## src/ptimer_pkg.sv

```systemverilog
// package for the programmable down timer: register map, fields, reset values
// assumes a 32-bit classic wishbone bus, word aligned, byte address offsets
package ptimer_pkg;
  // register byte offsets
  localparam logic [7:0] OFS_CNT0_LOW = 8'h00;  // counter 0 low nibble (ro)
  localparam logic [7:0] OFS_CNT0_HIGH = 8'h04; // counter 0 high nibble (ro, latched)
  localparam logic [7:0] OFS_CNT1_LOW = 8'h08;  // counter 1 low nibble (ro)
  localparam logic [7:0] OFS_CNT1_HIGH = 8'h0C; // counter 1 high nibble (ro, latched)
  localparam logic [7:0] OFS_CTRL = 8'h10;      // run, output, chain, clock select
  localparam logic [7:0] OFS_RELOAD0 = 8'h14;   // reload value counter 0
  localparam logic [7:0] OFS_RELOAD1 = 8'h18;   // reload value counter 1
  localparam logic [7:0] OFS_OSC = 8'h1C;       // fast oscillator on
  // control field positions
  localparam int CTL_RUN0 = 0;   // cnt0_run_ctl
  localparam int CTL_RUN1 = 1;   // cnt1_run_ctl
  localparam int CTL_TIMER_OUT_SIGNAL = 2;   // timer_out_enable
  localparam int CTL_CHAIN = 3;  // 16-bit chained mode
  localparam int CTL_EVENT = 4;  // counter 0 clocked from event pin
  localparam int CTL_FAST = 5;   // internal source is fast oscillator
  localparam int CTL_PRE_LO = 8; // unused prescaler select position; ctrl stores bits 5:0 only
  // reset values
  localparam logic [7:0] RST_RELOAD = 8'h00;
  localparam logic [31:0] RST_CTRL = 32'h0000_0000;
  localparam logic RST_OSC = 1'b0;
  // internal clock dividers, in sys clocks, per source select (CTL_FAST)
  localparam logic [15:0] DIV_SLOW = 16'h0BEB; // about 32 kHz from 100 MHz
  localparam logic [15:0] DIV_FAST = 16'h0031; // 2 MHz from 100 MHz
endpackage : ptimer_pkg

```

## src/ptimer_counter.sv

```systemverilog
// one 8-bit down counter channel with synchronised run/stop
// assumes a one-cycle falling-edge enable of the channel's input clock
`timescale 1ns/1ps
`default_nettype none
module ptimer_counter (
  input wire logic clk,
  input wire logic rst,
  input wire logic fall,
  input wire logic run_req,
  input wire logic [7:0] reload,
  output logic running,
  output logic [7:0] count,
  output logic underflow
);
  // run state follows the request only on an input clock falling edge
  // RL4 synchronised run change
  always_ff @(posedge clk or posedge rst) begin
    if (rst) begin
      running <= 1'b0;
    end else if (fall) begin
      running <= run_req;
    end
  end

  // decrement, or reload from zero, on every fall while running, including the stopping edge
  // RL5 final decrement on stop
  always_ff @(posedge clk or posedge rst) begin
    if (rst) begin
      count <= 8'h00;
      underflow <= 1'b0;
    end else begin
      underflow <= 1'b0;
      if (fall && running) begin
        if (count == 8'h00) begin
          count <= reload;
          underflow <= 1'b1;
        end else begin
          count <= count - 8'h01;
        end
      end
    end
  end

  // stop from a nonzero count takes a decrement at the edge where it is seen
  // RL5 stop one edge late
  property p_stop_decrements;
    @(posedge clk) disable iff (rst)
      (fall && running && !run_req && count != 8'h00) |=> (!running && count == $past(count) - 8'h01);
  endproperty
  a_stop_decrements: assert property (p_stop_decrements) else $error("stop edge missed decrement"); // RL5
  // without a fall the run state holds
  property p_no_edge_no_change;
    @(posedge clk) disable iff (rst)
      !fall |=> $stable(running);
  endproperty
  a_no_edge_no_change: assert property (p_no_edge_no_change) else $error("run changed without edge"); // RL4
endmodule // ptimer_counter
`default_nettype wire

```

## src/ptimer_top.sv

```systemverilog
// top of the programmable down timer with its wishbone register slave
// assumes a single 100 MHz clock; event pin is asynchronous and synchronised here
//
// Our own choices: the Wishbone interface to the registers and the address map.
`timescale 1ns/1ps
`default_nettype none
// Summary of operation
// RL1: software reads low nibble before high
// RL2: high nibble read soon after low
// RL3: chained mode reads four nibbles in order
// RL4: run change waits for input clock fall
// RL5: stop adds one final decrement
// RL6: run bit reads one until halted
// RL7: event mode needs pin edges to change
// RL8: output enable gates timer output asynchronously
// RL9: software starts fast oscillator before timer
// RL10: reset leaves fast oscillator off
// RL11: software limits serial clock to 1 MHz
// RL12: event pin feeds port and timer
// RL13: low nibble read latches high nibble
module ptimer_top
  import ptimer_pkg::*;
(
  input wire logic SYS_CLK,
  input wire logic RST,
  input wire logic CYC_I,
  input wire logic STB_I,
  input wire logic WE_I,
  input wire logic [7:0] ADR_I,
  input wire logic [3:0] SEL_I,
  input wire logic [31:0] DAT_I,
  output logic [31:0] DAT_O,
  output logic ACK_O,
  input wire logic EVENT_CLOCK_PIN,
  output logic EVENT_PORT_IN,
  output logic TIMER_OUT_SIGNAL,
  output logic FAST_OSCILLATOR_ON
);
  import ptimer_pkg::*;

  logic [31:0] ctrl;          // control register
  logic [7:0] reload0;        // reload value 0
  logic [7:0] reload1;        // reload value 1
  logic osc_on;               // fast oscillator enable
  logic [2:0] pin_sync;       // event pin synchroniser
  logic pin_level;            // agreed pin level
  logic pin_fall;             // agreed falling edge of pin
  logic [15:0] div_cnt;       // internal clock divider
  logic int_fall;             // internal clock falling-edge enable
  logic fall0;                // counter 0 clock enable
  logic fall1;                // counter 1 clock enable
  logic run0;                 // counter 0 running
  logic run1;                 // counter 1 running
  logic [7:0] cnt0;           // counter 0 value
  logic [7:0] cnt1;           // counter 1 value
  logic uf0;                  // counter 0 underflow
  logic uf1;                  // counter 1 underflow
  logic timer_out_signal_raw;             // toggling timer output before gating
  logic [3:0] hold0;          // captured high nibble counter 0
  logic [3:0] hold1;          // captured high nibble counter 1
  logic bus_req;              // new bus request
  logic [31:0] next_rdata;    // read mux value

  // address match helper, used in several decodes
  function automatic logic hit(input logic [7:0] a, input logic [7:0] ofs);
    hit = (a[7:2] == ofs[7:2]);
  endfunction

  assign bus_req = CYC_I && STB_I && !ACK_O;

  // three-stage synchroniser on the event pin
  always_ff @(posedge SYS_CLK or posedge RST) begin
    if (RST) begin
      pin_sync <= 3'h0;
    end else begin
      pin_sync <= {pin_sync[1:0], EVENT_CLOCK_PIN};
    end
  end

  // pin level changes once stages two and three agree
  always_ff @(posedge SYS_CLK or posedge RST) begin
    if (RST) begin
      pin_level <= 1'b0;
      pin_fall <= 1'b0;
    end else begin
      pin_fall <= 1'b0;
      if (pin_sync[1] == pin_sync[2] && pin_sync[2] != pin_level) begin
        pin_level <= pin_sync[2];
        pin_fall <= pin_level;
      end
    end
  end

  // same agreed pin level goes to the general input port
  // RL12 shared pin signal
  always_ff @(posedge SYS_CLK or posedge RST) begin
    if (RST) begin
      EVENT_PORT_IN <= 1'b0;
    end else begin
      EVENT_PORT_IN <= pin_level;
    end
  end

  // internal clock divider, rate picked by the source select
  always_ff @(posedge SYS_CLK or posedge RST) begin
    if (RST) begin
      div_cnt <= 16'h0000;
      int_fall <= 1'b0;
    end else begin
      int_fall <= 1'b0;
      if (ctrl[CTL_FAST] && !osc_on) begin
        // no fast clock while the oscillator is off
        div_cnt <= 16'h0000;
      end else if (div_cnt >= (ctrl[CTL_FAST] ? DIV_FAST : DIV_SLOW)) begin
        div_cnt <= 16'h0000;
        int_fall <= 1'b1;
      end else begin
        div_cnt <= div_cnt + 16'h0001;
      end
    end
  end

  // counter 0 from pin in event mode; counter 1 chained on underflow
  // RL7 event edges drive counter
  assign fall0 = ctrl[CTL_EVENT] ? pin_fall : int_fall;
  assign fall1 = ctrl[CTL_CHAIN] ? uf0 : int_fall;

  ptimer_counter u_cnt0 (
    .clk(SYS_CLK),
    .rst(RST),
    .fall(fall0),
    .run_req(ctrl[CTL_RUN0]),
    .reload(reload0),
    .running(run0),
    .count(cnt0),
    .underflow(uf0)
  );

  ptimer_counter u_cnt1 (
    .clk(SYS_CLK),
    .rst(RST),
    .fall(fall1),
    .run_req(ctrl[CTL_CHAIN] ? ctrl[CTL_RUN0] : ctrl[CTL_RUN1]),
    .reload(reload1),
    .running(run1),
    .count(cnt1),
    .underflow(uf1)
  );

  // control and reload writes on a taken write request
  always_ff @(posedge SYS_CLK or posedge RST) begin
    if (RST) begin
      ctrl <= RST_CTRL;
      reload0 <= RST_RELOAD;
      reload1 <= RST_RELOAD;
    end else if (bus_req && WE_I && SEL_I[0]) begin
      if (hit(ADR_I, OFS_CTRL)) begin
        ctrl <= {26'h0, DAT_I[5:0]};
      end
      if (hit(ADR_I, OFS_RELOAD0)) begin
        reload0 <= DAT_I[7:0];
      end
      if (hit(ADR_I, OFS_RELOAD1)) begin
        reload1 <= DAT_I[7:0];
      end
    end
  end

  // fast oscillator enable, off after reset
  // RL10 oscillator reset off
  always_ff @(posedge SYS_CLK or posedge RST) begin
    if (RST) begin
      osc_on <= RST_OSC;
    end else if (bus_req && WE_I && SEL_I[0] && hit(ADR_I, OFS_OSC)) begin
      osc_on <= DAT_I[0];
    end
  end

  // oscillator state to the pin, software waits for it to settle
  // RL9 oscillator state visible
  always_ff @(posedge SYS_CLK or posedge RST) begin
    if (RST) begin
      FAST_OSCILLATOR_ON <= 1'b0;
    end else begin
      FAST_OSCILLATOR_ON <= osc_on;
    end
  end

  // low nibble read captures the high nibble for a consistent pair
  // RL13 high nibble capture
  always_ff @(posedge SYS_CLK or posedge RST) begin
    if (RST) begin
      hold0 <= 4'h0;
      hold1 <= 4'h0;
    end else if (bus_req && !WE_I) begin
      if (hit(ADR_I, OFS_CNT0_LOW)) begin
        hold0 <= cnt0[7:4];
        // in chained mode the upper byte's high nibble is captured too, for the four-read order
        // RL3 chained snapshot
        if (ctrl[CTL_CHAIN]) begin
          hold1 <= cnt1[7:4];
        end
      end
      if (hit(ADR_I, OFS_CNT1_LOW) && !ctrl[CTL_CHAIN]) begin
        hold1 <= cnt1[7:4];
      end
    end
  end

  // timer output toggles on counter underflow of the last stage
  always_ff @(posedge SYS_CLK or posedge RST) begin
    if (RST) begin
      timer_out_signal_raw <= 1'b0;
    end else if (ctrl[CTL_CHAIN] ? uf1 : uf0) begin
      timer_out_signal_raw <= ~timer_out_signal_raw;
    end
  end

  // enable gates the output with no alignment to the toggling signal
  // RL8 unsynchronised output gate
  always_ff @(posedge SYS_CLK or posedge RST) begin
    if (RST) begin
      TIMER_OUT_SIGNAL <= 1'b0;
    end else begin
      TIMER_OUT_SIGNAL <= timer_out_signal_raw & ctrl[CTL_TIMER_OUT_SIGNAL];
    end
  end

  // read data mux; run bits show request or, while stopping, still one
  always_comb begin
    next_rdata = 32'h0000_0000;
    if (hit(ADR_I, OFS_CNT0_LOW)) begin
      next_rdata = {28'h0, cnt0[3:0]};
    end else if (hit(ADR_I, OFS_CNT0_HIGH)) begin
      next_rdata = {28'h0, hold0};
    end else if (hit(ADR_I, OFS_CNT1_LOW)) begin
      next_rdata = {28'h0, cnt1[3:0]};
    end else if (hit(ADR_I, OFS_CNT1_HIGH)) begin
      next_rdata = {28'h0, hold1};
    end else if (hit(ADR_I, OFS_CTRL)) begin
      // RL6 run reads one until halted
      next_rdata = {26'h0, ctrl[5:2], ctrl[CTL_RUN1] | run1, ctrl[CTL_RUN0] | run0};
    end else if (hit(ADR_I, OFS_RELOAD0)) begin
      next_rdata = {24'h0, reload0};
    end else if (hit(ADR_I, OFS_RELOAD1)) begin
      next_rdata = {24'h0, reload1};
    end else if (hit(ADR_I, OFS_OSC)) begin
      next_rdata = {31'h0, osc_on};
    end
  end

  // one-wait acknowledge; unmapped reads return zero, writes ignored
  always_ff @(posedge SYS_CLK or posedge RST) begin
    if (RST) begin
      ACK_O <= 1'b0;
      DAT_O <= 32'h0000_0000;
    end else begin
      ACK_O <= bus_req;
      if (bus_req && !WE_I) begin
        DAT_O <= next_rdata;
      end
    end
  end

  // the gated output stays low while the enable is off
  property p_timer_out_signal_gated;
    @(posedge SYS_CLK) disable iff (RST)
      (!ctrl[CTL_TIMER_OUT_SIGNAL]) |=> !TIMER_OUT_SIGNAL;
  endproperty
  a_timer_out_signal_gated: assert property (p_timer_out_signal_gated) else $error("output not gated"); // RL8
  // oscillator off right after reset until written
  property p_osc_off;
    @(posedge SYS_CLK) disable iff (RST)
      $rose(osc_on) |-> $past(bus_req && WE_I && hit(ADR_I, OFS_OSC));
  endproperty
  a_osc_off: assert property (p_osc_off) else $error("oscillator on without write"); // RL10
  // a read run bit of one while still running
  property p_run_reads_one;
    @(posedge SYS_CLK) disable iff (RST)
      (bus_req && !WE_I && hit(ADR_I, OFS_CTRL) && run0) |=> DAT_O[CTL_RUN0];
  endproperty
  a_run_reads_one: assert property (p_run_reads_one) else $error("run read zero while running"); // RL6
  // a low nibble read of counter 0 captures its high nibble into hold0
  property p_capture;
    @(posedge SYS_CLK) disable iff (RST)
      (bus_req && !WE_I && hit(ADR_I, OFS_CNT0_LOW)) |=> (hold0 == $past(cnt0[7:4]));
  endproperty
  a_capture: assert property (p_capture) else $error("high nibble not captured"); // RL13
  // event mode counter 0 moves only on pin edges
  property p_event_only;
    @(posedge SYS_CLK) disable iff (RST)
      (ctrl[CTL_EVENT] && !pin_fall) |=> $stable(cnt0);
  endproperty
  a_event_only: assert property (p_event_only) else $error("counter moved without pin edge"); // RL7
  // port input follows the shared pin level
  property p_pin_shared;
    @(posedge SYS_CLK) disable iff (RST)
      1'b1 |=> (EVENT_PORT_IN == $past(pin_level));
  endproperty
  a_pin_shared: assert property (p_pin_shared) else $error("port and timer differ"); // RL12
  // a timer clock fall shows up as a low level on the port copy
  property p_fall_port;
    @(posedge SYS_CLK) disable iff (RST)
      pin_fall |=> !EVENT_PORT_IN;
  endproperty
  a_fall_port: assert property (p_fall_port) else $error("timer fall not seen on port"); // RL12
  // ack is a single pulse
  property p_ack_pulse;
    @(posedge SYS_CLK) disable iff (RST)
      ACK_O |=> !ACK_O;
  endproperty
  a_ack_pulse: assert property (p_ack_pulse) else $error("ack held");
  // oscillator pin mirrors the enable one cycle later
  property p_osc_pin;
    @(posedge SYS_CLK) disable iff (RST)
      1'b1 |=> (FAST_OSCILLATOR_ON == $past(osc_on));
  endproperty
  a_osc_pin: assert property (p_osc_pin) else $error("oscillator pin wrong"); // RL9
endmodule // ptimer_top
`default_nettype wire

```

## config.mk

```make
export PLATFORM = sky130hd
export DESIGN_NAME = ptimer_top
export DESIGN_NICKNAME = d
export VERILOG_FILES = /design/src/ptimer_pkg.sv /design/src/ptimer_counter.sv /design/src/ptimer_top.sv
export SDC_FILE = /design/constraint.sdc
export NUM_CORES = 1
export LEC_CHECK = 0
export BUFFER_PORTS_ARGS = -buffer_cell sky130_fd_sc_hd__buf_4
export CAP_MARGIN = 15
export CORE_MARGIN = 2
export CORE_UTILIZATION = 30
export CTS_CLUSTER_SIZE = 8
export DETAILED_ROUTE_END_ITERATION = 10
export MAX_ROUTING_LAYER = met4
export PLACE_DENSITY = 0.49
export SYNTH_ARGS = -nofsm -noshare
export SYNTH_HDL_FRONTEND = slang
export SYNTH_HIERARCHICAL = 1
export SYNTH_SLANG_ARGS = --single-unit
```

## constraint.sdc

```tcl
create_clock -name SYS_CLK -period 1.8 [get_ports SYS_CLK]
set_input_delay 0.18 -clock SYS_CLK [delete_from_list [all_inputs] [get_ports SYS_CLK]]
set_output_delay 0.18 -clock SYS_CLK [all_outputs]
set_load 0.01 [all_outputs]
```

==> qor.txt, run 1 <==
Status: complete, but fails checks
Failing checks: setup timing
Synthesis-stage register bit count: 86
R2R Path Start: ctrl[5]
Largest area contributor in the netlist: dfrtp_1
Skew final: 4.071 ps
CP Data Arrival Time: 2090 ps
Post-synthesis sequential area ratio: 46.69%
Post-layout util: 39.44%
Critical Path End: div_cnt[2]
Chip Height: 128.0 µm
Fill count: 1464
FMAX: 536.9 MHz
Clk pin slew, worst setup/hold paths: 60 ps
Synth Warn #: 6
Data required time of the worst path: 2030 ps
Element type at the critical path end: flip-flop
Placed Instances: 673
Slew Limit Fails: 0
Die ar.: 0.01637 mm²
Met2 wire length: 5383 µm
Count leader, synth: dfrtp_1
DRC: 0
Synth unique cells: 67
Top cells by count, synth: dfrtp_1 (86), mux2_2 (38), nor2_1 (26), buf_4 (24), nand2_1 (19)
Static leakage: 2.733 nW
Worst-Skew Late Latency: 340 ps
Peak supply drop: 0.4513 mV
M1 WL: 5289 µm
Clock root cell: clkbuf_16
Slew HR: 58.39%
Core box area: 0.01509 mm²
Crit start category: flip-flop
Ys async rst share: 100.0%
Number of global-route vias before repair: 3519
Crit path launch: ctrl[5]
DIE WIDTH: 128.0 µm
Global-route wire length before repair: 18600 µm
Proportion of layout cells with a drive suffix above 1: 36.81%
Via count: 3464
Antenna-violating nets left: 0
Setup ws final: -62.68 ps
Mapped cell area: 0.004609 mm²
# H-tree levels: 3
Area Overhead vs Synth: 29.13%
Row cnt: 45
Fin crit period: 1863 ps
CTS max path bufs: 2
Largest net degree at the start of global routing: 34
Synth Instances: 413
Primary FF master, synth: dfrtp_1
CP max FO: 8
Met3 WL post-DR: 507 µm
RSZ-0062 raised after global routing: true
DRT Pass-1 Iters: 4
Initial Utilization: 30.55%
CTS Buf Count: 9
Worst Hold Class: in2reg
Fin. Hold Viols: 0
Max Cap Viol: 0
DPL Wire Length: 8489 µm
Vias per Instance: 4.977
Final Routed Wirelength: 11390 µm
Power, Total: 6.920 mW
Final setup viols: 13
Max Used Layer: met4
Finished Layout Cells: 696
Final estimated routing congestion in global placement: 0.8183
Synth area leaders: dfrtp_1 (47%), mux2_2 (9.3%), buf_4 (3.9%)
PortBufs: 32
Ant diodes: 0
WL/cell: 16.37 µm
Grt ovf: 0
Fin crit share: 103.5%
Gr usage total: 15.16%
Critical path class: reg2reg
Dpl ws: -171.3 ps
Area share of the largest cell type after synthesis: 46.69%
Reg-to-reg slack, setup: -60 ps
Worst flop-to-flop path endpoint: div_cnt[2]
Initial drt markers: 203
Syn avg cell area: 11.16 µm²
Hold path startpoint: DAT_I[7]
CTS tree: yes
Clk sinks: 86
Antenna violations before repair: 0
Actual slew at the worst max-slew pin: 622.9 ps
I/O Pins: 86
Post-layout nets: 566
Number of synthesized flops with an enable pin: 0
Reg2Reg Depth: 8
Power Dens Cells: 1163 mW/mm²
placed cells by master, fill, tap and decap left out, drive strengths merged, types with 4 or more instances in the layout:
cell     count
o2bb2ai      4
a31oi        5
a22oi        9
a211oi       7
xnor2        6
nor3        11
conb        27
nor2        28
mux2        38
ha          13
nand2       19
o21ai       13
clkbuf      11
inv         18
o22ai        4
buf         91
dfrtp       86
or3          5
nand2b       5
nand3        8
a21oi       10
xor2         5
nand4        4
mux2i        9
cell families after synthesis:
| group | count (synthesis) | synth area share (%) |
|---|---|---|
| multiplexers | 48 | 11.73 |
| XOR/XNOR | 11 | 2.090 |
| AND/OR/NAND/NOR | 107 | 14.74 |
| AO/OA/AOI/OAI | 88 | 13.79 |
| other | 1 | 0.08136 |
| flip-flops | 86 | 46.69 |
| buffers and inverters | 58 | 7.139 |
| adder cells (fa/ha/maj) | 14 | 3.746 |
worst max-delay path, stage by stage (launching register included):
cell and delay [ps]:
dfrtp_2 510, buf_6 140, inv_2 40, ha_4 250, o2111ai_1 100, o21a_1 220, o221ai_2 240, buf_4 200
nor2_1 40
metrics by stage:
step	hold WS [ps]	setup TNS (ps)	area [µm²]
after detailed placement	251.6	-1970	5380
after floorplan	20.18	-63.63	4730
after global placement	257.9	-810.2	5380
after global routing	75.21	-2260	5952
final	76.92	-561.9	5952
after CTS	65.91	-820.8	5871
layout make-up:
type                       instances  area, µm²  area share, %
multi-input combinational        295       2379          39.96
sequential                        86       2155          36.20
timing repair buffer              93      755.7          12.70
clock buffer                      11      252.7          4.246
tap                              188      235.2          3.952
clock inverter                     5      103.9          1.745
inverter                          18      71.32          1.198
flip-flops by register name, summed over array words and instances, names as in the netlist, 3 cells and up:
name	flops
ctrl	6
hold1	4
hold0	4
DAT_O	8
u_cnt0/count	8
u_cnt1/count	8
reload1	8
div_cnt	16
pin_sync	3
reload0	8
worst min path at each step:
stage | end | slack [ps] | depth (start not counted)
after global routing | reload0[5] | 80 | 2
after detailed placement | u_cnt0/count[5] | 250 | 2
after global placement | u_cnt0/count[5] | 260 | 2
after CTS | reload1[7] | 70 | 2
final | reload1[7] | 80 | 2
after floorplan | u_cnt0/count[0] | 20 | 1
per-layer routing:
metal / vias to the layer above / global-route usage, %
li1: 1647 / -
met1: 1721 / 19.20
met2: 80 / 24.03
met3: 16 / 3.548
met4: 0 / 5.042
met5: - / -
where the power goes:
part / internal [mW] / leakage [nW] / switching (mW) / total, mW
clock: 1.43 / 0.176 / 0.757 / 2.19
sequential: 2.13 / 1.16 / 0.131 / 2.26
combinational: 1.19 / 1.40 / 1.28 / 2.47
timing repair:
| item | in CTS | in global routing |
|---|---|---|
| resized for setup | 18 | 15 |
| setup endpoints to repair | 17 | 28 |
| hold endpoints to repair | 44 | 0 |
| buffers inserted | 3 | 2 |
| pin swaps | 7 | 1 |
| hold buffers | 2 | 0 |
No activity file was read; power rests on OpenSTA's default activity.
==> inputs of run 2 (changes only) <==
- SETUP_SLACK_MARGIN: not set -> 0.1
- SKIP_CTS_REPAIR_TIMING: not set -> 1
==> run 2 against run 1 <==
  * The run still ends with setup timing left
  * Non-clock buffer count grew 1
  * Final cell count grew 0.14%
  * Clock skew rose by 1.1 ps
  * Flip-flop and latch count unchanged
  * Power fell by 1.5%
  * Die area is the same
  * Sequential share of layout area shrank 0.17 points
  * Clock power decreased by 14%
  * Sequential power barely moved
==> qor.txt, run 2 (synthesized netlist as in run 1, its figures left out) <==
Fill count: 1491 (+1.8%)
Largest net degree at the start of global routing: 47 (+38%)
Register area: 0.002155 mm² (unchanged)
Largest reg by FF count: div_cnt
Element type at the critical path end: flip-flop
Net load switching power: 2.313 mW (+6.6%)
CP Data Arrival Time: 2140 ps (+50 ps)
PortBufs: 32 (unchanged)
Antenna violations before repair: 0 (unchanged)
Final setup viols: 12 (-1)
WL/cell: 16.75 µm (+2.3%)
Core box area: 0.01509 mm² (unchanged)
Via count: 3476 (+0.35%)
Final estimated routing congestion in global placement: 0.8255 (+0.88%)
Clock root cell: clkbuf_16
Worst-Skew Late Latency: 350 ps (about the same)
CTS max path bufs: 2 (unchanged)
Static leakage: 2.722 nW (-0.39%)
Skew final: 5.184 ps (+1.114 ps)
Most frequent cells in the layout: dfrtp_1 (84), buf_4 (81), mux2_2 (32), conb_1 (27), nor2_1 (19)
Cells on Worst Hold Path: 2 (unchanged)
Data required time of the worst path: 2080 ps (+50 ps)
Crit start category: flip-flop
FMAX: 536.3 MHz (about the same)
Area Overhead vs Synth: 29.75%
DRT Pass-1 Iters: 5 (+1)
Failing checks: setup timing
Worst flop-to-flop path endpoint: div_cnt[3]
Number of global-route vias before repair: 3514 (-0.14%)
Commonest non-fill, non-tap cell in the layout: dfrtp_1
Power Dens Cells: 1140 mW/mm² (-2.0%)
Cell Int Power: 4.505 mW (-5.2%)
Fin crit period: 1864 ps (+1.796 ps)
Final Routed Wirelength: 11670 µm (+2.5%)
Hold EP: reload0[6]
Sw frac: 33.93% (+2.6 points)
Critical path class: reg2reg
CP max FO: 7 (-1)
Fin. Hold Viols: 0 (unchanged)
Power, Total: 6.818 mW (-1.5%)
Setup ws final: -64.48 ps (-1.796 ps)
Placed cell areas: 0.005366 mm² (-0.26%)
Crit-path cells: buf_6 > ha_4 > a211o_1 > a211oi_2 > o221ai_2 > buf_6 > nor2_1
Reg2Reg Depth: 7 (-1)
Clk sinks: 86 (unchanged)
Slew Limit Fails: 0 (unchanged)
DRC: 0 (unchanged)
Gr usage total: 15.35% (+0.19 points)
Multi-input gate area: 0.002444 mm² (+2.7%)
Max stage delay on crit path: 460 ps (-50 ps)
Proportion of layout cells with a drive suffix above 1: 38.90% (+2.1 points)
# H-tree levels: 3 (unchanged)
Reg-to-reg slack, setup: -60 ps (about the same)
I/O Pins: 86 (unchanged)
Max FFs per register: 16 (unchanged)
Ant diodes: 0 (unchanged)
CP most frequent cell: buf_6
Fin crit share: 103.6% (about the same)
Global-route wire length before repair: 18790 µm (+1.0%)
DIE WIDTH: 128.0 µm (unchanged)
Initial drt markers: 195 (-3.9%)
Top delay family on crit path: compound AO/OA/AOI/OAI gates
Chip Height: 128.0 µm (unchanged)
Worst Hold Class: in2reg
Clk pin slew, worst setup/hold paths: 70 ps (about the same)
RSZ-0062 raised after global routing: true
Row cnt: 45 (unchanged)
Clk pwr share: 27.6% (-4.1 points)
DPL Wire Length: 8523 µm (+0.40%)
WP buf/inv: 2 (-1)
Grt ovf: 0 (unchanged)
Initial Utilization: 30.55% (unchanged)
Finished Cell Area: 0.005981 mm² (+0.48%)
Status: complete, but fails checks
CP max-delay cell: dfrtp_2
Peak supply drop: 0.4276 mV (-5.3%)
Post-layout nets: 567 (+0.18%)
Die ar.: 0.01637 mm² (unchanged)
Comb pwr share: 39.2% (+3.5 points)
R2R Path Start: ctrl[5]
Seq pwr share: 33.2% (+0.6 points)
CTS Buf Count: 9 (unchanged)
Hold path startpoint: DAT_I[6]
CTS tree: yes
Max Cap Viol: 0 (unchanged)
Vias per Instance: 4.987 (+0.20%)
Antenna-violating nets left: 0 (unchanged)
[run 2: cell types whose count changed in the layout (fill, tap and decap cells not counted), sizes merged]
cell      previous run  this run
buf                 91        92
clkinv               1         3
clkinvlp             1         3
bufinv               3         1
clkbuf              11         9
[run 2: routing by layer]
metal  global-route usage [%]  up-vias  part of all wire [%]
met5                        -        -                     0
met4                    3.749        0                  0.93
met3                    4.382       10                   5.4
met2                    24.19       99                    49
met1                    19.59     1703                    45
li1                         -     1664                     -
[run 2: worst reg2reg max path, stage by stage, from the launching register on]
cell and delay (ps):
dfrtp_2 460, buf_6 150, ha_4 230, a211o_1 260, a211oi_2 250, o221ai_2 170, buf_6 170, nor2_1 110
[run 2: power groups by stage]
stage / Sequential [mW] / Clock (mW) / Combinational, mW
after detailed placement: 2.30 / 0 / 2.22
after CTS: 2.26 / 1.94 / 2.23
after floorplan: 2.36 / 0 / 1.33
after global placement: 2.30 / 0 / 2.19
final: 2.27 / 1.88 / 2.67
after global routing: 2.29 / 2.03 / 2.88
[run 2: metrics by stage]
step           cells  TNS [ps]  util, %  setup WS, ps  hold slack (ps)
3_3_place_gp     669    -277.1    35.56        -41.88            151.2
4_1_cts          685    -856.1    37.54        -87.73           -225.6
2_1_floorplan    439    -63.63        -        -32.26            20.18
6_report         697    -509.4    39.64        -64.48            74.55
3_5_place_dp     669    -395.4    35.56        -53.49            151.8
5_1_grt          697     -1523    39.64        -128.8            62.54
[run 2: cell type report]
type / count / area share [%]
multi-input cells: 295 / 40.86
flip-flops and latches: 86 / 36.03
repair buffers: 94 / 13.01
well taps: 188 / 3.933
clock buffers: 9 / 3.766
clock inverters: 7 / 1.213
inverters: 18 / 1.192
[run 2: worst max path at each step]
stage                         start               to  slack [ps]  cells after the start
floorplan           u_cnt0/count[1]  u_cnt0/count[4]         -30                      6
global placement            ctrl[5]      div_cnt[11]         -40                      6
detailed placement          ctrl[5]      div_cnt[11]         -50                      6
CTS                         ctrl[5]      div_cnt[11]         -90                      6
global route                ctrl[5]      div_cnt[10]        -130                      7
finish                      ctrl[5]       div_cnt[3]         -60                      7
